===== config.mk =====
export PLATFORM = sky130hd
export DESIGN_NAME = sample_clock_generator_control
export DESIGN_NICKNAME = d
export VERILOG_FILES = /design/src/verilog/sclk_gen_pkg.sv /design/src/verilog/phase_ctl_if.sv /design/src/verilog/phase_drain.sv /design/src/verilog/video_rate_decode.sv /design/src/verilog/sample_clock_generator_control.sv
export SDC_FILE = /design/constraint.sdc
export NUM_CORES = 1
export LEC_CHECK = 0
export BUFFER_PORTS_ARGS = -buffer_cell sky130_fd_sc_hd__clkbuf_2
export CAP_MARGIN = 20
export CORE_ASPECT_RATIO = 0.7
export CORE_MARGIN = 10
export CORE_UTILIZATION = 30
export CTS_CLUSTER_DIAMETER = 60
export DETAILED_ROUTE_END_ITERATION = 7
export PLACE_DENSITY_LB_ADDON = 0.15
export SKIP_LAST_GASP = 1
export SYNTH_ARGS = -nofsm -noshare
export SYNTH_HDL_FRONTEND = slang
export SYNTH_HIERARCHICAL = 1
export SYNTH_SLANG_ARGS = --single-unit

===== constraint.sdc =====
create_clock -name sys_clk -period 35.3 [get_ports sys_clk]
set_input_delay 1.765 -clock sys_clk [delete_from_list [all_inputs] [get_ports sys_clk]]
set_output_delay 1.765 -clock sys_clk [all_outputs]
set_load 0.02 [all_outputs]

===== src/verilog/sclk_gen_pkg.sv =====
// Purpose: shared constants for the sample-clock generator control block
// Assumes: 16-bit control words, 5-bit control register address
// Notes: offsets are control register numbers as seen in the frame slots
package sclk_gen_pkg;
    // Register numbers
    localparam logic [4:0] GEN1_MODE_OFFSET = 5'h10;
    localparam logic [4:0] GEN1_RATE_WORD_OFFSET = 5'h11;
    localparam logic [4:0] GEN1_PHASE_OFFSET = 5'h12;
    localparam logic [4:0] GEN2_MODE_OFFSET = 5'h13;

    // Reset values
    localparam logic [15:0] GEN1_MODE_RESET = 16'h00ff;
    localparam logic [15:0] GEN1_RATE_WORD_RESET = 16'hbb80;
    localparam logic [15:0] GEN1_PHASE_RESET = 16'h0000;
    localparam logic [15:0] GEN2_MODE_RESET = 16'h0000;

    // Mode register fields
    localparam int MODE_REF_BIT = 15;
    localparam int MODE_VID_BIT = 14;
    localparam int MODE_LOOP_GAIN_BIT = 13;
    localparam int MODE_BITCLK_PLUS_BIT = 12;
    localparam int MODE_EIGHT_SEVENTHS_BIT = 11;
    localparam int MODE_CONV_PIN_BIT = 10;
    localparam logic [15:0] MODE_WRITE_MASK = 16'hfcff;

    // Phase register fields
    localparam int PHASE_DIR_BIT = 8;
    localparam int PHASE_WIDTH = 9;
    localparam logic [15:0] PHASE_WRITE_MASK = 16'h01ff;

    // Rate modifier fields in video lock
    localparam int MOD_STD_BIT = 7;

    // Usable rate word range
    localparam logic [15:0] RATE_WORD_MIN = 16'h0fa0;
    localparam logic [15:0] RATE_WORD_MAX = 16'hd2f0;

    // Video lock base rates in Hz
    localparam logic [15:0] BASE_48000 = 16'hbb80;
    localparam logic [15:0] BASE_32000 = 16'h7d00;
    localparam logic [15:0] BASE_44100 = 16'hac44;
    localparam logic [15:0] BASE_29400 = 16'h72d8;
    localparam logic [15:0] BASE_44056 = 16'hac18;

    // Divisor support masks, bit i set means divide by i+1 allowed
    localparam logic [7:0] DIV_ALL = 8'hff;
    localparam logic [7:0] DIV_NO_3678 = 8'h1b;
    localparam logic [7:0] DIV_NO_7 = 8'hbf;

    // Phase drain timing
    localparam int SYS_CLK_HZ = 125000000;
    localparam int PHASE_DRAIN_HZ = 3072000;
    localparam int PHASE_DRAIN_CYCLES = (SYS_CLK_HZ / PHASE_DRAIN_HZ < 1) ? 1 : SYS_CLK_HZ / PHASE_DRAIN_HZ;

    // Echo sequencer
    typedef enum logic [1:0] {
        RB_IDLE = 2'b00,
        RB_WAIT_FRAME = 2'b01,
        RB_WAIT_SLOT1 = 2'b11
    } readback_state_t;
endpackage : sclk_gen_pkg


===== src/verilog/phase_ctl_if.sv =====
// Purpose: bundle between the control block and the phase drain counter
// Assumes: one clock domain
// Notes: ctrl side loads and clears, drain side reports and steps
interface phase_ctl_if;
    logic load;
    logic [8:0] load_value;
    logic clear;
    logic suppress;
    logic [8:0] remaining;
    logic step_advance;
    logic step_retard;

    modport ctrl (output load, output load_value, output clear, output suppress,
                  input remaining, input step_advance, input step_retard);
    modport drain (input load, input load_value, input clear, input suppress,
                   output remaining, output step_advance, output step_retard);
endinterface : phase_ctl_if


===== src/verilog/phase_drain.sv =====
// Purpose: holds pending phase shift and drains it one count per drain tick
// Assumes: sys_clk free running, resetn synchronous active low
// Notes: one step pulse per count consumed while suppress is low
module phase_drain import sclk_gen_pkg::*; #(
    parameter int DRAIN_CYCLES = PHASE_DRAIN_CYCLES
) (
    input wire logic sys_clk,
    input wire logic resetn,
    phase_ctl_if.drain port
);
    localparam int TW = $clog2(DRAIN_CYCLES + 1);
    localparam logic [TW-1:0] TICK_LAST = TW'(DRAIN_CYCLES - 1);

    logic [TW-1:0] tick_q, tick_d;
    logic [8:0] pend_q, pend_d;
    logic adv_q, adv_d, ret_q, ret_d;
    logic tick;

    // Tick divider and pending count
    always_comb begin
        tick = (tick_q == TICK_LAST);
        tick_d = tick ? '0 : tick_q + TW'(1);
        pend_d = pend_q;
        adv_d = 1'b0;
        ret_d = 1'b0;
        if (port.clear) begin
            pend_d = '0;
        end else if (port.load) begin
            pend_d = port.load_value; // Replaces unfinished shift
        end else if (tick && pend_q[7:0] != 8'h00) begin
            pend_d = {pend_q[8], pend_q[7:0] - 8'h01};
            adv_d = !port.suppress && !pend_q[PHASE_DIR_BIT];
            ret_d = !port.suppress && pend_q[PHASE_DIR_BIT];
        end
        // Zero magnitude leaves the count idle, no further steps
    end

    always_ff @(posedge sys_clk) begin
        if (!resetn) begin
            tick_q <= '0;
            pend_q <= '0;
            adv_q <= 1'b0;
            ret_q <= 1'b0;
        end else begin
            tick_q <= tick_d;
            pend_q <= pend_d;
            adv_q <= adv_d;
            ret_q <= ret_d;
        end
    end

    assign port.remaining = pend_q;
    assign port.step_advance = adv_q;
    assign port.step_retard = ret_q;
endmodule : phase_drain


===== src/verilog/video_rate_decode.sv =====
// Purpose: decodes video lock rate modifiers into a conversion rate
// Assumes: modifiers as stored in a generator mode register
// Notes: combinational; caller registers the results
module video_rate_decode import sclk_gen_pkg::*; (
    input wire logic [7:0] modifiers,
    output logic [15:0] rate_hz,
    output logic combo_ok
);
    logic [15:0] base;
    logic [7:0] div_mask;
    logic base_ok;
    logic [3:0] div_code;

    // Base table by standard, then divisor check
    always_comb begin
        base = BASE_48000;
        div_mask = DIV_ALL;
        base_ok = 1'b1;
        div_code = modifiers[3:0];
        case ({modifiers[MOD_STD_BIT], modifiers[6:4]})
            4'h0: div_mask = DIV_NO_7; // NTSC 48000 lacks divide by 7
            4'h1: begin base = BASE_32000; div_mask = DIV_NO_3678; end
            4'h2: base = BASE_44100;
            4'h3: begin base = BASE_29400; div_mask = DIV_NO_3678; end
            4'h4: base = BASE_48000; // Needs raised sync rate
            4'h5: base = BASE_44056;
            4'h8: base = BASE_48000;
            4'h9: begin base = BASE_32000; div_mask = DIV_NO_3678; end
            4'ha: base = BASE_44100;
            4'hb: begin base = BASE_29400; div_mask = DIV_NO_3678; end
            default: base_ok = 1'b0;
        endcase
        combo_ok = base_ok && !div_code[3] && div_mask[div_code[2:0]];
        // Conversion clock is base over divisor
        rate_hz = combo_ok ? base / {12'h000, div_code + 4'h1} : 16'h0000;
    end
endmodule : video_rate_decode


===== src/verilog/sample_clock_generator_control.sv =====
// Purpose: control registers and mode decode for sample-clock generators 1 and 2
// Assumes: host accesses arrive as one-cycle strobes decoded from frame slots
// Notes: slot strobes are one-cycle pulses synchronous to sys_clk
module sample_clock_generator_control import sclk_gen_pkg::*; #(
    parameter int DRAIN_CYCLES = PHASE_DRAIN_CYCLES
) (
    input wire logic sys_clk,
    input wire logic resetn,
    input wire logic power_down_pin_n,
    input wire logic gen1_enable,
    input wire logic bus_master,
    input wire logic slot0_start,
    input wire logic slot_timing_input,
    input wire logic slot1_start,
    input wire logic ctrl_wr_en,
    input wire logic ctrl_rd_en,
    input wire logic [4:0] ctrl_addr,
    input wire logic [15:0] ctrl_wdata,
    input wire logic [15:0] gen2_rate_word,
    output logic [15:0] echo_data,
    output logic echo_valid,
    output logic [15:0] gen1_mode,
    output logic [15:0] gen1_rate_word,
    output logic [16:0] gen1_conv_rate_hz,
    output logic gen1_rate_known,
    output logic gen1_rate_in_range,
    output logic gen1_bitclk_enable,
    output logic gen1_phase_advance,
    output logic gen1_phase_retard,
    output logic [8:0] gen1_phase_pending,
    output logic [15:0] gen2_mode,
    output logic [16:0] gen2_conv_rate_hz,
    output logic gen2_rate_known,
    output logic gen2_uses_sync,
    output logic gen2_video_lock_active,
    output logic gen2_phase_shift_allowed,
    output logic gen2_bitclk_enable
);
    // Rate with optional 8/7 stretch; widened so 8/7 of a full word fits
    function automatic logic [16:0] crystal_rate(input logic [15:0] word, input logic stretch);
        logic [19:0] scaled;
        scaled = {4'h0, word} << 3;
        scaled = scaled / 20'd7;
        crystal_rate = stretch ? scaled[16:0] : {1'b0, word};
    endfunction : crystal_rate

    logic regs_locked;
    logic phase_locked;
    logic frame_event;
    logic wr_gen1_mode, wr_gen1_rate, wr_gen1_phase, wr_gen2_mode;

    logic [15:0] gen1_mode_q, gen1_mode_d;
    logic [15:0] gen1_rate_q, gen1_rate_d;
    logic [15:0] gen2_mode_q, gen2_mode_d;
    logic [8:0] phase_snap_q, phase_snap_d;

    readback_state_t rb_state_q, rb_state_d;
    logic [15:0] rb_pend_q, rb_pend_d;
    logic [15:0] echo_data_q, echo_data_d;
    logic echo_valid_q, echo_valid_d;
    logic [15:0] access_value;

    logic [15:0] vid1_rate, vid2_rate;
    logic vid1_ok, vid2_ok;
    logic [16:0] g1_rate_q, g1_rate_d, g2_rate_q, g2_rate_d;
    logic g1_known_q, g1_known_d, g2_known_q, g2_known_d;
    logic g1_range_q, g1_range_d, g1_bitclk_q, g1_bitclk_d;
    logic g2_sync_q, g2_sync_d, g2_vid_q, g2_vid_d;
    logic g2_shift_q, g2_shift_d, g2_bitclk_q, g2_bitclk_d;

    phase_ctl_if pif();

    // Pin-driven holds; the phase register has the extra enable term
    assign regs_locked = !resetn || !power_down_pin_n;
    assign phase_locked = regs_locked || !gen1_enable;
    // Frame reference point depends on which end masters the port
    assign frame_event = bus_master ? slot0_start : slot_timing_input;

    // Write address decode
    always_comb begin
        wr_gen1_mode = 1'b0;
        wr_gen1_rate = 1'b0;
        wr_gen1_phase = 1'b0;
        wr_gen2_mode = 1'b0;
        if (ctrl_wr_en && ctrl_addr == GEN1_MODE_OFFSET) begin
            wr_gen1_mode = 1'b1;
        end else if (ctrl_wr_en && ctrl_addr == GEN1_RATE_WORD_OFFSET) begin
            wr_gen1_rate = 1'b1;
        end else if (ctrl_wr_en && ctrl_addr == GEN1_PHASE_OFFSET) begin
            wr_gen1_phase = 1'b1;
        end else if (ctrl_wr_en && ctrl_addr == GEN2_MODE_OFFSET) begin
            wr_gen2_mode = 1'b1;
        end
    end

    // Control registers; reserved bits are stored as zero
    always_comb begin
        gen1_mode_d = gen1_mode_q;
        gen1_rate_d = gen1_rate_q;
        gen2_mode_d = gen2_mode_q;
        phase_snap_d = phase_snap_q;
        if (regs_locked) begin
            gen1_mode_d = GEN1_MODE_RESET;
            gen1_rate_d = GEN1_RATE_WORD_RESET;
            gen2_mode_d = GEN2_MODE_RESET;
        end else begin
            if (wr_gen1_mode) begin
                gen1_mode_d = ctrl_wdata & MODE_WRITE_MASK;
            end
            if (wr_gen1_rate) begin
                gen1_rate_d = ctrl_wdata;
            end
            if (wr_gen2_mode) begin
                gen2_mode_d = ctrl_wdata & MODE_WRITE_MASK;
            end
        end
        if (phase_locked) begin
            phase_snap_d = GEN1_PHASE_RESET[8:0];
        end else if (frame_event) begin
            phase_snap_d = pif.remaining; // Pending shift as of frame start
        end
    end

    always_ff @(posedge sys_clk) begin
        gen1_mode_q <= gen1_mode_d;
        gen1_rate_q <= gen1_rate_d;
        gen2_mode_q <= gen2_mode_d;
        phase_snap_q <= phase_snap_d;
    end

    // Phase drain hookup; sync-referenced generator 1 cannot be shifted
    assign pif.load = wr_gen1_phase && !phase_locked;
    assign pif.load_value = ctrl_wdata[8:0] & PHASE_WRITE_MASK[8:0];
    assign pif.clear = phase_locked;
    assign pif.suppress = gen1_mode_q[MODE_REF_BIT];

    phase_drain #(
        .DRAIN_CYCLES(DRAIN_CYCLES)
    ) u_phase_drain (
        .sys_clk(sys_clk),
        .resetn(resetn),
        .port(pif.drain)
    );

    // Value returned for an access: old contents on write, snapshot on phase read
    always_comb begin
        access_value = 16'h0000;
        if (ctrl_addr == GEN1_MODE_OFFSET) begin
            access_value = gen1_mode_q;
        end else if (ctrl_addr == GEN1_RATE_WORD_OFFSET) begin
            access_value = gen1_rate_q;
        end else if (ctrl_addr == GEN1_PHASE_OFFSET) begin
            access_value = ctrl_wr_en ? {7'h00, pif.remaining} : {7'h00, phase_snap_q};
        end else if (ctrl_addr == GEN2_MODE_OFFSET) begin
            access_value = gen2_mode_q;
        end
    end

    // Echo sequencer: wait for next frame, then slot 1
    always_comb begin
        rb_state_d = rb_state_q;
        rb_pend_d = rb_pend_q;
        echo_data_d = echo_data_q;
        echo_valid_d = 1'b0;
        if (ctrl_wr_en || ctrl_rd_en) begin
            rb_pend_d = access_value; // Contents just before the write
            rb_state_d = RB_WAIT_FRAME;
        end else begin
            case (rb_state_q)
                RB_IDLE: rb_state_d = RB_IDLE;
                RB_WAIT_FRAME: begin
                    if (frame_event) begin
                        rb_state_d = RB_WAIT_SLOT1;
                    end
                end
                RB_WAIT_SLOT1: begin
                    if (slot1_start) begin
                        echo_data_d = rb_pend_q;
                        echo_valid_d = 1'b1;
                        rb_state_d = RB_IDLE;
                    end
                end
                default: rb_state_d = RB_IDLE;
            endcase
        end
    end

    always_ff @(posedge sys_clk) begin
        if (!resetn) begin
            rb_state_q <= RB_IDLE;
            rb_pend_q <= 16'h0000;
            echo_data_q <= 16'h0000;
            echo_valid_q <= 1'b0;
        end else begin
            rb_state_q <= rb_state_d;
            rb_pend_q <= rb_pend_d;
            echo_data_q <= echo_data_d;
            echo_valid_q <= echo_valid_d;
        end
    end

    video_rate_decode u_gen1_video (
        .modifiers(gen1_mode_q[7:0]),
        .rate_hz(vid1_rate),
        .combo_ok(vid1_ok)
    );

    video_rate_decode u_gen2_video (
        .modifiers(gen2_mode_q[7:0]),
        .rate_hz(vid2_rate),
        .combo_ok(vid2_ok)
    );

    // Effective rates and generator modes; normal sync lock rate is unknown here
    always_comb begin
        g1_rate_d = 17'h00000;
        g1_known_d = 1'b0;
        g2_rate_d = 17'h00000;
        g2_known_d = 1'b0;
        if (!gen1_mode_q[MODE_REF_BIT]) begin
            g1_rate_d = crystal_rate(gen1_rate_q, gen1_mode_q[MODE_EIGHT_SEVENTHS_BIT]);
            g1_known_d = 1'b1;
        end else if (gen1_mode_q[MODE_VID_BIT]) begin
            g1_rate_d = {1'b0, vid1_rate};
            g1_known_d = vid1_ok;
        end
        // Lock-mode bit is only looked at when sync referenced
        if (!gen2_mode_q[MODE_REF_BIT]) begin
            g2_rate_d = crystal_rate(gen2_rate_word, gen2_mode_q[MODE_EIGHT_SEVENTHS_BIT]);
            g2_known_d = 1'b1;
        end else if (gen2_mode_q[MODE_VID_BIT]) begin
            g2_rate_d = {1'b0, vid2_rate}; // Modifiers give the rate
            g2_known_d = vid2_ok;
        end
        g1_range_d = gen1_rate_q >= RATE_WORD_MIN && gen1_rate_q <= RATE_WORD_MAX;
        g1_bitclk_d = !(gen1_mode_q[MODE_REF_BIT] && gen1_mode_q[MODE_VID_BIT]);
        g2_sync_d = gen2_mode_q[MODE_REF_BIT];
        g2_vid_d = gen2_mode_q[MODE_REF_BIT] && gen2_mode_q[MODE_VID_BIT];
        g2_shift_d = !gen2_mode_q[MODE_REF_BIT];
        g2_bitclk_d = !g2_vid_d; // No bit clock in video lock
    end

    always_ff @(posedge sys_clk) begin
        if (!resetn) begin
            g1_rate_q <= 17'h00000;
            g1_known_q <= 1'b0;
            g2_rate_q <= 17'h00000;
            g2_known_q <= 1'b0;
            g1_range_q <= 1'b0;
            g1_bitclk_q <= 1'b0;
            g2_sync_q <= 1'b0;
            g2_vid_q <= 1'b0;
            g2_shift_q <= 1'b0;
            g2_bitclk_q <= 1'b0;
        end else begin
            g1_rate_q <= g1_rate_d;
            g1_known_q <= g1_known_d;
            g2_rate_q <= g2_rate_d;
            g2_known_q <= g2_known_d;
            g1_range_q <= g1_range_d;
            g1_bitclk_q <= g1_bitclk_d;
            g2_sync_q <= g2_sync_d;
            g2_vid_q <= g2_vid_d;
            g2_shift_q <= g2_shift_d;
            g2_bitclk_q <= g2_bitclk_d;
        end
    end

    // Outputs
    assign echo_data = echo_data_q;
    assign echo_valid = echo_valid_q;
    assign gen1_mode = gen1_mode_q;
    assign gen1_rate_word = gen1_rate_q;
    assign gen1_conv_rate_hz = g1_rate_q;
    assign gen1_rate_known = g1_known_q;
    assign gen1_rate_in_range = g1_range_q;
    assign gen1_bitclk_enable = g1_bitclk_q;
    assign gen1_phase_advance = pif.step_advance;
    assign gen1_phase_retard = pif.step_retard;
    assign gen1_phase_pending = pif.remaining;
    assign gen2_mode = gen2_mode_q;
    assign gen2_conv_rate_hz = g2_rate_q;
    assign gen2_rate_known = g2_known_q;
    assign gen2_uses_sync = g2_sync_q;
    assign gen2_video_lock_active = g2_vid_q;
    assign gen2_phase_shift_allowed = g2_shift_q;
    assign gen2_bitclk_enable = g2_bitclk_q;
endmodule : sample_clock_generator_control


After elaboration in Yosys (flattened, before gate mapping)
Cells that the tools add are included.

Output and inout port bits: 118. Bits in registers: 147.

Reduce and logical (&&, ||, !) cells: 51. Order comparisons: 4. Add/sub/neg operators: 4. Equality and inequality tests: 29. Mux-type cells: 45. Divide/modulo/power cells: 4. Bitwise operators: 4.

Operators with widths (number): $mux W16 (8); $pmux W16 S4 (2); $mux W17 (4); $div A19 B3 Y20 const B (2); $div A16 B4 Y16 (2); $eq A4 B4 Y1 const B (8); $pmux W8 S2 (2); $mux W1 (21); $eq A5 B5 Y1 const B (4); $reduce_or A10 Y1 (2); $mux W9 (2); $reduce_or A2 Y1 (9); $eq A4 B2 Y1 const B (4); $eq A4 B3 Y1 const B (4); $ge A16 B12 Y1 const B (1); $le A16 B16 Y1 const B (1); $logic_and A1 B1 Y1 (15); $reduce_or A4 Y1 (3); $logic_not A1 Y1 (11); $add A4 B1 Y4 const B (2); $eq A4 B1 Y1 const B (2); $logic_not A4 Y1 (2); $lt A3 B4 Y1 const B (2); $mux W8 (1); other kinds (17) (27).

Depth between registers and ports, before layout
Gate-level depths: netlist (run 1).

Word-level depth: 9. Depth in mapped cells: 155. Depth with buffers taken out: 148.

Cells and area by module
The synthesis (run 1) kept the hierarchy.

Modules (own cells, without submodules): sample_clock_generator_control (instances 1, cells each 1400, seq. area each 2602.5 um2, area an instance 10468.8 um2); video_rate_decode at u_gen1_video (instances 1, cells each 815, seq. area each 0.0 um2, area an instance 5899.4 um2); video_rate_decode at u_gen2_video (instances 1, cells each 727, seq. area each 0.0 um2, area an instance 5101.1 um2); phase_drain (instances 1, cells each 94, seq. area each 340.3 um2, area an instance 853.3 um2).

Worst setup path before layout (run 1)
OpenSTA, ideal clock, no wires.

Path kind: reg-to-reg. From: reg gen1_mode_q[0] (netlist: gen1_mode[0]). To: reg g1_rate_q[0] (netlist: gen1_conv_rate_hz[0]). Data required time: 35.170 ns. Slack: 5.536 ns. Arrival time: 29.634 ns. Buffers on the path: 5. Cell stages (with the launch flop): 144. Path through: dfxtp_1 ha_1 inv_1 a31o_2 a2bb2oi_1 ha_1 o21a_1 nor3_1 o21a_4 inv_1 nand2_1 or2_2 ha_1 o21a_1 o21ai_0 o21ai_0 ha_1 o21a_1 [108 not listed] a21o_1 a21oi_1 nor2b_1 nand4b_4 nor4_4 mux2_2 ha_1 nor2b_1 o21ai_0 nand2b_1 nor4_1 nand4_1 nor3_1 a41oi_2 nand2_1 nand2_1 o211ai_1 o211ai_1.

Word-level cells in the longest chain between the ends: 6. Elaborated cells on any way between the ends: 8. Classes of those cells: add/sub (1); div (1); mux (5); reduce/logical (1).

RTL lines: from (decl) (line sample_clock_generator_control.sv:52) `logic [15:0] gen1_mode_q, gen1_mode_d;`; from (signal assigned) (line sample_clock_generator_control.sv:125) `gen1_mode_q <= gen1_mode_d;`; parallel branches: the longest is 3 deep, another holds $div A16 B4 Y16; $mux W16 (*) (line video_rate_decode.sv:35) `rate_hz = combo_ok ? base / {12'h000, div_code + 4'h1} : 16'h0000;`; net vid1_rate[0] (line sample_clock_generator_control.sv:63) `logic [15:0] vid1_rate, vid2_rate;`; $mux W16 (*) (line sample_clock_generator_control.sv:223) `end else if (gen1_mode_q[MODE_VID_BIT]) begin`; $mux W17 (*) (line sample_clock_generator_control.sv:220) `if (!gen1_mode_q[MODE_REF_BIT]) begin`; to (signal assigned) (line sample_clock_generator_control.sv:256) `g1_rate_q <= g1_rate_d;`; to (decl) (line sample_clock_generator_control.sv:65) `logic [16:0] g1_rate_q, g1_rate_d, g2_rate_q, g2_rate_d;`.

Mark *: on every way through the listed nets, which the timed path passes. The select of a mux whose other input is x is not followed. A chain may end at the register's enable or synchronous reset.

Worst setup path in the final report (run 1)
From: reg gen1_mode_q[4] (netlist: gen1_mode[4]). To: reg g1_rate_q[0] (netlist: gen1_conv_rate_hz[0]).

Word-level cells in the longest chain between the ends: 9. Elaborated cells on any way between the ends: 26. Classes of those cells: div (1); eq/ne (9); mux (8); reduce/logical (8).

RTL lines (line): parallel branches: the longest is 6 deep, another holds $div A16 B4 Y16; $mux W16 (*) (video_rate_decode.sv:35); net vid1_rate[0] (sample_clock_generator_control.sv:63); $mux W16 (*) (sample_clock_generator_control.sv:223); $mux W17 (*) (sample_clock_generator_control.sv:220).

Marks and branches as above.

==> summary.txt, run 1 <==
CTS
  • CTS hold repair buffers: 0
  • CTS tree: yes
  • Clock Latency Late Sink: 0.44 ns
  • Clock buffer count from CTS: 17
  • CTS Sinks: 147
  • CTS clock-pin slew for the worst setup and hold paths: around 0.06 ns
  • Clk buf depth: 2
  • CTS Root Buffer Type: clkbuf_16
  • H-tree lvl count: 4

Outcome
  • Outcome: completed

Placement
  • Dpl cell area: about 24,000 um2
  • Post-Place Cells: 4,051
  • RePlAce Congestion: 0.8964
  • I/O Buffers: 160
  • Post-DP HPWL: between 60 and 70 mm

Finish
  • # diodes: 0
  • Layout cell share with drive strength beyond 1: approximately 16%
  • Most common cell after layout, fill and taps aside: nand2_1
  • Layout area overhead: 9.764%
  • Most frequent cells in the layout: 372 x nand2_1, 252 x nor2_1, 211 x a21oi_1
  • Nets: 3,273
  • Design Area, Final: 24,500 um2
  • Finished Layout Cells: 4,086

Logic synthesis
  • Mapped cell area: 22,320 um2
  • Cells after synthesis: 3,036
  • Post-synth cell types: 162
  • Average size of a mapped cell: 7.353 um2
  • Post-synth ARST share: 0%
  • Post-synthesis compound-gate area fraction: 36.13%
  • Post-synthesis adder-cell area fraction: 7.438%
  • Post-synth EDFFs: 0
  • Synth Area in Simple Gates: 29.54%
  • Post-synthesis sequential area ratio: 13.18%
  • Synth Warn #: 6
  • Top FF cell, synth: dfxtp_1
  • Mux share of post-synthesis cell area: 4.389%
  • Seq cells post-synth: 147
  • Largest family of logic cells by synthesized area: compound AO/OA/AOI/OAI gates
  • XOR/XNOR Fraction of Synth Area: 4.265%

Die
  • Die area: 85,890 um2
  • Vert. Die Dim: ~250 um
  • Initial Util: roughly 30%
  • Die width: between 300 and 400 um
  • Total core area: ~74,000 um2
  • Ports: 165
  • # rows: 83

Global route
  • Vias in the first global route: 20,850
  • GR Util All Layers: 18.18%
  • Largest net degree at the start of global routing: 63
  • GRT overflow: 0
  • Global-route wire length before repair: between 100 and 150 mm
  • Initial antenna violation count: 0

Drt
  • DRC: 0
  • Final ANT Viol Nets: 0
  • Initial DRC Count: 2,042
  • WL final: around 82 mm
  • Pre-antenna DRT Iters: 6
  • DR vias: 23,610
  • Vias per cell: 5.779
  • Routed wire per std cell: 20.15 um

Power
  • Worst VDD drop: 106.6 uV
  • Leakage Power: around 0.009 uW
  • P per Cell Area: between 90 and 100 nW/um2

STA
  • Number of setup violations in the final report: 0
  • Fmax: 0.03047 GHz
  • Worst rel slew slack: 37.49%
  • Final cycle utilization of the critical path: 92.96%
  • Actual slew at the worst max-slew pin: approximately 0.93 ns
  • Setup Skew: 0.01127 ns
  • Final Critical Period: approximately 33 ns
  • Hold_ws: 0.4397 ns
  • Final Hold Viols: 0
  • Unrepaired setup endpoints after global routing: yes
  • Slew Viols, Final: 0

Flow run
  • MaxCap Viol Count: 0

Critical path
  • CP startpoint kind: flop
  • Max incr delay on CP: approximately 0.56 ns
  • Critical Path RT: 35.62 ns
  • CP max FO: 14
  • Crit-path slowest cell: dfxtp_1
  • CP most frequent cell: ha_1
  • Type of destination of the critical path: flop
  • Crit Path Class: reg -> reg
  • Arrival time at the worst endpoint: around 33 ns

Min path
  • Hold Crit Class: reg -> reg
-- synthesized netlist by cell type (all sizes together) (46+ instances only) --
| library cell | instances | area, um2 |
|---|---|---|
| nand2 | 375 | 1420 |
| nor2 | 264 | 1016 |
| a21oi | 224 | 1181 |
| o21ai | 201 | 1047 |
| dfxtp | 147 | 2943 |
| ha | 127 | 1589 |
| nor3 | 115 | 611.8 |
| nand3 | 88 | 450.4 |
| inv | 82 | 307.8 |
| clkbuf | 79 | 296.5 |
| buf | 74 | 494.2 |
| o21a | 65 | 495.5 |
| and2 | 59 | 372.9 |
| a211oi | 58 | 505.5 |
| xnor2 | 58 | 534.3 |
| nor2b | 53 | 331.6 |
| a31oi | 51 | 385.4 |
| o211ai | 50 | 422.9 |
| mux2 | 46 | 536.8 |
| xor2 | 46 | 417.9 |
-- critical path, delay by kind of cell, from the launching register on --
family,cells,cell delay [ns]
AOI/OAI and AO/OA,63,14.54
adders and majority gates,17,4.80
DFF,1,0.56
muxes,5,1.66
and+or+nand+nor,51,10.95
buffers and inverters,2,0.13
-- flip-flops by register name (all words and copies together) (netlist names), 14 cells and up --
| register | flops |
|---|---|
| gen1_rate_word | 16 |
| gen1_conv_rate_hz | 17 |
| gen1_mode | 14 |
| gen2_conv_rate_hz | 17 |
| gen2_mode | 14 |
| echo_data | 16 |
| rb_pend_q | 16 |
-- worst paths after layout --
check                          startpoint  slack (ns)                       to  depth (start not counted)
setup / recovery             gen1_mode[4]        2.48     gen1_conv_rate_hz[0]                        138
hold / removal    u_phase_drain/tick_q[0]        0.44  u_phase_drain/tick_q[0]                          1
setup reg to reg             gen1_mode[4]        2.48     gen1_conv_rate_hz[0]                        138
hold reg to reg   u_phase_drain/tick_q[0]        0.44  u_phase_drain/tick_q[0]                          1
-- report_power, final --
part / internal (uW) / leakage, uW / switching (uW) / total [uW]
clock: 114 / 0.000288 / 75.2 / 189
combinational: 726 / 0.00755 / 1350 / 2070
sequential: 169 / 0.00120 / 2.72 / 172
total: 1010 / 0.00903 / 1430 / 2430
-- cells by family after synthesis --
group                    after synthesis
AND/OR/NAND/NOR                     1259
AO/OA/AOI/OAI                       1062
XOR/XNOR                             104
flip-flops                           147
buffers and inverters                238
multiplexers                          87
adder cells (fa/ha/maj)              134
other                                  5
-- metrics by stage --
step	util [%]	setup TNS (ns)	setup slack, ns	power (uW)
after global placement	32.37	0	1.231	2216
after floorplan	-	0	5.536	1733
after global routing	33.32	-0.1937	-0.1885	2640
final	33.32	0	2.484	2435
after detailed placement	32.37	0	0.5868	2181
after CTS	33.16	0	0.3839	2383
-- what timing repair did --
item | CTS | global route
setup endpoints to repair | 0 | 3
hold endpoints to repair | 0 | 0
setup buffers | 0 | 6
resized for setup | 0 | 16
-- cell type report --
class                           count  area, um2
Clock buffer                       20      456.7
Timing Repair Buffer              194       1056
Multi-Input combinational cell   2654      18370
Inverter                           85      322.8
Tap cell                          977       1222
Sequential cell                   147       2944
Fill cell                        7943      49020
Clock inverter                      9      130.1
-- layer usage --
metal / vias to the layer above / GRT usage, % / wire, um
met2: 791 / 24.12 / 30960
met1: 11100 / 29.21 / 44620
met5: - / 0 / 0
li1: 11670 / - / -
met4: 0 / 3.391 / 1127
met3: 54 / 3.284 / 5638
No activity file was read; power rests on OpenSTA's default activity.
==> run 2, diff against run 1 <==
--- a/config.mk
+++ b/config.mk
@@ -5,7 +5,7 @@
 export SDC_FILE = /design/constraint.sdc
 export NUM_CORES = 1
 export LEC_CHECK = 0
-export BUFFER_PORTS_ARGS = -buffer_cell sky130_fd_sc_hd__clkbuf_2
+export BUFFER_PORTS_ARGS = -buffer_cell sky130_fd_sc_hd__buf_2
 export CAP_MARGIN = 20
 export CORE_ASPECT_RATIO = 0.7
 export CORE_MARGIN = 10
==> run 2 against run 1 <==
  * Combinational power about the same
  * Clock skew up 0.0065 ns
  * Die area unchanged
  * Maximum frequency about the same
  * Flip-flop and latch count unchanged
  * Critical path type unchanged
  * Critical endpoint unchanged
  * Highest routed layer is now met5
==> summary.txt, run 2 (same netlist as run 1, synthesis figures left out) <==
Flow run
  • MaxCap Viol Count: 0 (unchanged)

Finish
  • Finished Layout Cells: 4,084 (-0.049%)
  • Design Area, Final: 24,490 um2 (about the same)
  • Layout area overhead: 9.697% (about the same)
  • Fill cells: 7,997 (+0.68%)
  • Most common cell after layout, fill and taps aside: nand2_1
  • Nets: 3,270 (-0.092%)
  • Layout cell share with drive strength beyond 1: 16.07% (-0.017 points)
  • Most frequent cells in the layout: 372 x nand2_1, 251 x nor2_1, 210 x a21oi_1

STA
  • Actual slew at the worst max-slew pin: 0.9198 ns (-0.007692 ns)
  • Final Hold Viols: 0 (unchanged)
  • Worst rel slew slack: 38.45% (+0.96 points)
  • Fmax: 0.03044 GHz (about the same)
  • Setup Skew: 0.01775 ns (+0.006478 ns)
  • Number of setup violations in the final report: 0 (unchanged)
  • Slew Viols, Final: 0 (unchanged)
  • Final cycle utilization of the critical path: 93.05% (about the same)
  • Final setup margin: 2.452 ns (-0.03212 ns)
  • Final Critical Period: 32.85 ns (+0.03212 ns)

Drt
  • Final ANT Viol Nets: 0 (unchanged)
  • DR vias: 23,640 (+0.13%)
  • WL final: 82.81 mm (+0.57%)
  • Pre-antenna DRT Iters: 5 (-1)
  • Initial DRC Count: 2,315 (+13%)
  • Routed wire per std cell: 20.28 um (+0.62%)
  • Vias per cell: 5.789 (+0.18%)
  • DRC: 0 (unchanged)

Placement
  • RePlAce Congestion: 0.8870 (-1.0%)
  • Post-Place Cells: 4,050 (-0.025%)
  • Post-DP HPWL: 64.89 mm (+0.81%)
  • Dpl cell area: 23,790 um2 (about the same)
  • I/O Buffers: 160 (unchanged)
  • Setup WS pre-CTS: 0.4973 ns (-0.08956 ns)

Critical path
  • Critical Path RT: 35.62 ns (about the same)
  • Type of destination of the critical path: flop
  • Crit Path Class: reg -> reg
  • CP max FO: 14 (unchanged)
  • CP most frequent cell: ha_1
  • Worst Path Buf+Inv: 3 (+1)
  • CP top delay family: compound AO/OA/AOI/OAI gates
  • Worst R2R Path Depth: 140 (+1.4%)
  • R2R setup slack: 2.45 ns (-0.03 ns)
  • Crit-path slowest cell: dfxtp_1
  • Arrival time at the worst endpoint: 33.17 ns (+0.04 ns)
  • R2R Path End: gen1_conv_rate_hz[0]
  • RR Startpoint: gen1_mode[4]
  • Worst Setup SP: gen1_mode[4]
  • Max incr delay on CP: 0.55 ns (about the same)
  • CP startpoint kind: flop

Die
  • # rows: 83 (unchanged)
  • Vert. Die Dim: 248.2 um (unchanged)
  • Total core area: 73,530 um2 (unchanged)
  • Die area: 85,890 um2 (unchanged)
  • Ports: 165 (unchanged)
  • Initial Util: 30.36% (unchanged)
  • Die width: 346.0 um (unchanged)

Global route
  • Largest net degree at the start of global routing: 59 (-6.3%)
  • Global-route wire length before repair: 129.6 mm (+1.7%)
  • Vias in the first global route: 21,390 (+2.6%)
  • GRT overflow: 0 (unchanged)
  • Initial antenna violation count: 1 (+1)
  • GR Util All Layers: 18.38% (+0.21 points)

Power
  • Worst VDD drop: 101.5 uV (-4.8%)
  • Leakage Power: 0.009047 uW (+0.17%)
  • P per Cell Area: 99.58 nW/um2 (+0.23%)

Min path
  • Hold_sp: u_phase_drain/tick_q[0]
  • Cell count of the worst hold path: 1 (unchanged)
  • Hold Crit Class: reg -> reg
  • Hold path endpoint: u_phase_drain/tick_q[0]

CTS
  • H-tree lvl count: 4 (unchanged)
  • CTS tree: yes
  • Clock buffer count from CTS: 17 (unchanged)
  • CTS clock-pin slew for the worst setup and hold paths: 0.06 ns (about the same)
  • CTS Sinks: 147 (unchanged)
  • CTS Root Buffer Type: clkbuf_16
  • Clock Latency Late Sink: 0.45 ns (about the same)
  • CTS hold repair buffers: 0 (unchanged)
  • Clk buf depth: 2 (unchanged)

Outcome
  • Outcome: completed
-- run 2: cell type report --
class / instances / area, um2 / area share, %
tap: 977 / 1222 / 4.992
antenna: 1 / 2.502 / 0.01022
multi-input combinational: 2654 / 18390 / 75.11
sequential: 147 / 2945 / 12.03
timing repair buffer: 191 / 1033 / 4.221
inverter: 85 / 319.1 / 1.303
clock buffer: 21 / 470.5 / 1.921
clock inverter: 8 / 102.6 / 0.4190
-- run 2: per-stage QoR --
step | total power (uW) | utilization (%) | hold slack (ns) | TNS [ns]
after floorplan | 1733 | - | 0.4131 | 0
after global placement | 2216 | 32.35 | 0.4333 | 0
after detailed placement | 2192 | 32.35 | 0.4344 | 0
after CTS | 2388 | 33.13 | 0.4512 | 0
after global routing | 2649 | 33.30 | 0.4722 | -0.008640
final | 2439 | 33.30 | 0.4470 | 0
-- run 2: worst reg2reg max path, delay by kind of cell (launching register included) --
family | cells | cell delay (ns)
buffers and inverters | 3 | 0.32
DFF | 1 | 0.55
and+or+nand+nor | 52 | 11.06
muxes | 5 | 1.63
adders and majority gates | 17 | 4.80
AOI/OAI and AO/OA | 63 | 14.33
-- run 2: per-layer routing --
layer,global-route usage (%),vias to the layer above,wire (um)
li1,-,11660,-
met1,29.63,11190,45100
met2,25.04,756,31680
met3,3.009,42,5391
met4,2.320,2,629
met5,0,-,12
-- run 2: how the worst max path moves through the flow --
stage | end | slack [ns] | cells past startpoint
finish | gen1_conv_rate_hz[0] | 2.45 | 140
global route | gen1_conv_rate_hz[0] | -0.009 | 143
CTS | gen1_conv_rate_hz[0] | 0.31 | 135
detailed placement | gen1_conv_rate_hz[0] | 0.50 | 135
global placement | gen1_conv_rate_hz[0] | 1.19 | 136
floorplan | gen1_conv_rate_hz[0] | 5.54 | 143
-- run 2: what timing repair did --
item                       in CTS  in global routing
resized for setup               0                 20
buffers inserted                0                  3
setup endpoints to repair       0                  2
-- run 2: power by group --
group | switching [uW] | internal [uW] | total (uW)
combinational | 1360 | 727 | 2080
sequential | 2.74 | 169 | 172
clock | 75.4 | 108 | 184
total | 1430 | 1000 | 2440
==> run 3, diff against run 2 <==
--- a/config.mk
+++ b/config.mk
@@ -8,7 +8,7 @@
 export BUFFER_PORTS_ARGS = -buffer_cell sky130_fd_sc_hd__buf_2
 export CAP_MARGIN = 20
 export CORE_ASPECT_RATIO = 0.7
-export CORE_MARGIN = 10
+export CORE_MARGIN = 1.5
 export CORE_UTILIZATION = 30
 export CTS_CLUSTER_DIAMETER = 60
 export DETAILED_ROUTE_END_ITERATION = 7
==> run 3 against run 2 <==
  * The flow now finishes with violations (design-rule violations)
  * Clock skew about the same
  * Critical endpoint is now gen2_conv_rate_hz[0]
  * Largest power group unchanged
  * Highest routed layer unchanged
  * Critical path depth down 2
  * Design area about the same
==> summary.txt, run 3 (same netlist as run 1, synthesis figures left out) <==
Die
  • Die width: 329.0 um (-4.9%)
  • Initial Util: 30.36% (unchanged)
  • Total core area: 73,530 um2 (unchanged)
  • Vert. Die Dim: 231.2 um (-6.8%)
  • Die area: 76,080 um2 (-11%)
  • Ports: 165 (unchanged)
  • # rows: 83 (unchanged)

Critical path
  • R2R Path End: gen2_conv_rate_hz[0]
  • R2R setup slack: 2.72 ns (+0.27 ns)
  • Crit Path Class: reg -> reg
  • Worst Setup SP: gen2_mode[1]
  • Crit-path slowest cell: dfxtp_1
  • CP startpoint kind: flop
  • Type of destination of the critical path: flop
  • CP max FO: 11 (-3)
  • Arrival time at the worst endpoint: 32.91 ns (-0.26 ns)
  • Worst R2R Path Depth: 138 (-1.4%)
  • Critical Path RT: 35.63 ns (about the same)
  • Worst setup path end: gen2_conv_rate_hz[0]
  • Max incr delay on CP: 0.61 ns (+0.06 ns)
  • RR Startpoint: gen2_mode[1]

Flow run
  • MaxCap Viol Count: 0 (unchanged)

Finish
  • Nets: 3,272 (+0.061%)
  • Most frequent cells in the layout: 372 x nand2_1, 250 x nor2_1, 210 x a21oi_1
  • Layout area overhead: 9.646% (about the same)
  • Most common cell after layout, fill and taps aside: nand2_1
  • Fill cells: 7,922 (-0.94%)
  • Design Area, Final: 24,480 um2 (about the same)
  • Final core utilization: 33.29% (about the same)
  • Layout cell share with drive strength beyond 1: 16.23% (+0.17 points)

Global route
  • GR Util All Layers: 20.65% (+2.3 points)
  • Initial antenna violation count: 2 (+1)
  • Vias in the first global route: 20,810 (-2.7%)
  • Global-route wire length before repair: 126.6 mm (-2.3%)
  • Largest net degree at the start of global routing: 67 (+14%)
  • GRT overflow: 0 (unchanged)

CTS
  • Clock Latency Late Sink: 0.45 ns (about the same)
  • H-tree lvl count: 4 (unchanged)
  • Clock buffer count from CTS: 17 (unchanged)
  • CTS tree: yes
  • Clk buf depth: 2 (unchanged)
  • CTS Root Buffer Type: clkbuf_16
  • CTS clock-pin slew for the worst setup and hold paths: 0.08 ns (+0.02 ns)
  • CTS Sinks: 147 (unchanged)

Power
  • Leakage Power: 0.009045 uW (about the same)
  • Logic pwr share: 85.7% (+0.3 points)
  • Switching Fraction: 59.17% (+0.37 points)
  • Worst VDD drop: 119.9 uV (+18%)
  • Clk pwr share: 7.2% (-0.3 points)
  • Sequential Power Share: 7.1% (about the same)
  • Power Total: 2420 uW (-0.76%)
  • P per Cell Area: 98.87 nW/um2 (-0.71%)
  • Internal: 988.2 uW (-1.6%)
  • Switch Pwr: 1432 uW (-0.14%)

Min path
  • Hold Crit Class: reg -> reg
  • Hold_sp: u_phase_drain/tick_q[0]
  • Cell count of the worst hold path: 1 (unchanged)

STA
  • Number of setup violations in the final report: 0 (unchanged)
  • Worst rel slew slack: 37.76% (-0.69 points)
  • Setup TNS: 0 ns (unchanged)
  • Slew Viols, Final: 0 (unchanged)
  • Actual slew at the worst max-slew pin: 0.9235 ns (+0.003666 ns)
  • Setup Skew: 0.01805 ns (+0.0003055 ns)
  • Final Hold Viols: 0 (unchanged)
  • Final Critical Period: 32.58 ns (-0.2715 ns)
  • Final cycle utilization of the critical path: 92.28% (-0.77 points)
  • Final setup margin: 2.723 ns (+0.2715 ns)
  • Fmax: 0.03070 GHz (+0.83%)

Drt
  • DR vias: 23,720 (+0.32%)
  • Final ANT Viol Nets: 0 (unchanged)
  • Vias per cell: 5.800 (+0.20%)
  • Routed wire per std cell: 19.76 um (-2.5%)
  • Initial DRC Count: 2,164 (-6.5%)
  • DRC: 2 (+2)
  • WL final: 80.82 mm (-2.4%)
  • Pre-antenna DRT Iters: 8 (+3)

Outcome
  • Failing checks: design-rule violations
  • Outcome: finished with violations

Placement
  • I/O Buffers: 160 (unchanged)
  • Setup WS pre-CTS: 0.5539 ns (+0.05669 ns)
  • Dpl cell area: 23,810 um2 (about the same)
  • Post-DP HPWL: 63.55 mm (-2.1%)
  • RePlAce Congestion: 0.9137 (+3.0%)
[run 3: cell types whose count changed in the layout (fill, tap and decap cells not counted), sizes merged]
cell,delta
buf,+2
bufinv,-2
clkbuf,-3
clkinv,-1
clkinvlp,+2
inv,+7
[run 3: per-stage QoR]
stage	hold slack, ns	instances
floorplan	0.4131	3039
global placement	0.4332	4053
detailed placement	0.4425	4053
CTS	0.4515	4085
global route	0.4626	4089
finish	0.4476	4089
[run 3: layer usage]
metal,wire length (um),vias up,GRT usage [%]
li1,-,11690,-
met1,43870,11230,34.12
met2,30910,751,27.36
met3,5178,50,2.824
met4,849,2,3.355
met5,10,-,0
[run 3: critical path: cells and delay by family, from the launching register on]
kind                     cells  cell delay (ns)
adder cells (fa/ha/maj)     17             5.26
flip-flops                   1             0.61
AND/OR/NAND/NOR             45            10.16
buffers and inverters        7             0.81
multiplexers                 6             1.81
AO/OA/AOI/OAI               63            13.75
[run 3: power groups by stage]
| stage | sequential (uW) | clock, uW | combinational, uW |
|---|---|---|---|
| 3_3_place_gp | 176 | 0 | 2040 |
| 6_report | 172 | 174 | 2070 |
| 5_1_grt | 172 | 185 | 2270 |
| 2_1_floorplan | 178 | 0 | 1560 |
| 4_1_cts | 172 | 179 | 2020 |
| 3_5_place_dp | 176 | 0 | 2010 |
[run 3: cell type report]
| type | count | area [um2] | share of cell area [%] |
|---|---|---|---|
| flip-flops and latches | 147 | 2947 | 12.04 |
| diodes | 1 | 2.502 | 0.01022 |
| multi-input cells | 2654 | 18370 | 75.06 |
| clock inverters | 14 | 115.1 | 0.4703 |
| clock buffers | 18 | 429.2 | 1.753 |
| well taps | 977 | 1222 | 4.994 |
| inverters | 85 | 319.1 | 1.304 |
| repair buffers | 193 | 1069 | 4.366 |
[run 3: what timing repair did]
item	in CTS	in global routing
hold buffers	0	0
resized for setup	0	19
setup buffers	0	2
endpoints found under the setup margin	0	2
[run 3: worst min-delay path by stage]
stage / to / slack [ns]
2_1_floorplan: u_phase_drain/tick_q[0] / 0.41
3_3_place_gp: u_phase_drain/tick_q[0] / 0.43
3_5_place_dp: u_phase_drain/tick_q[0] / 0.44
4_1_cts: phase_snap_q[5] / 0.45
5_1_grt: phase_snap_q[5] / 0.46
6_report: u_phase_drain/tick_q[0] / 0.45
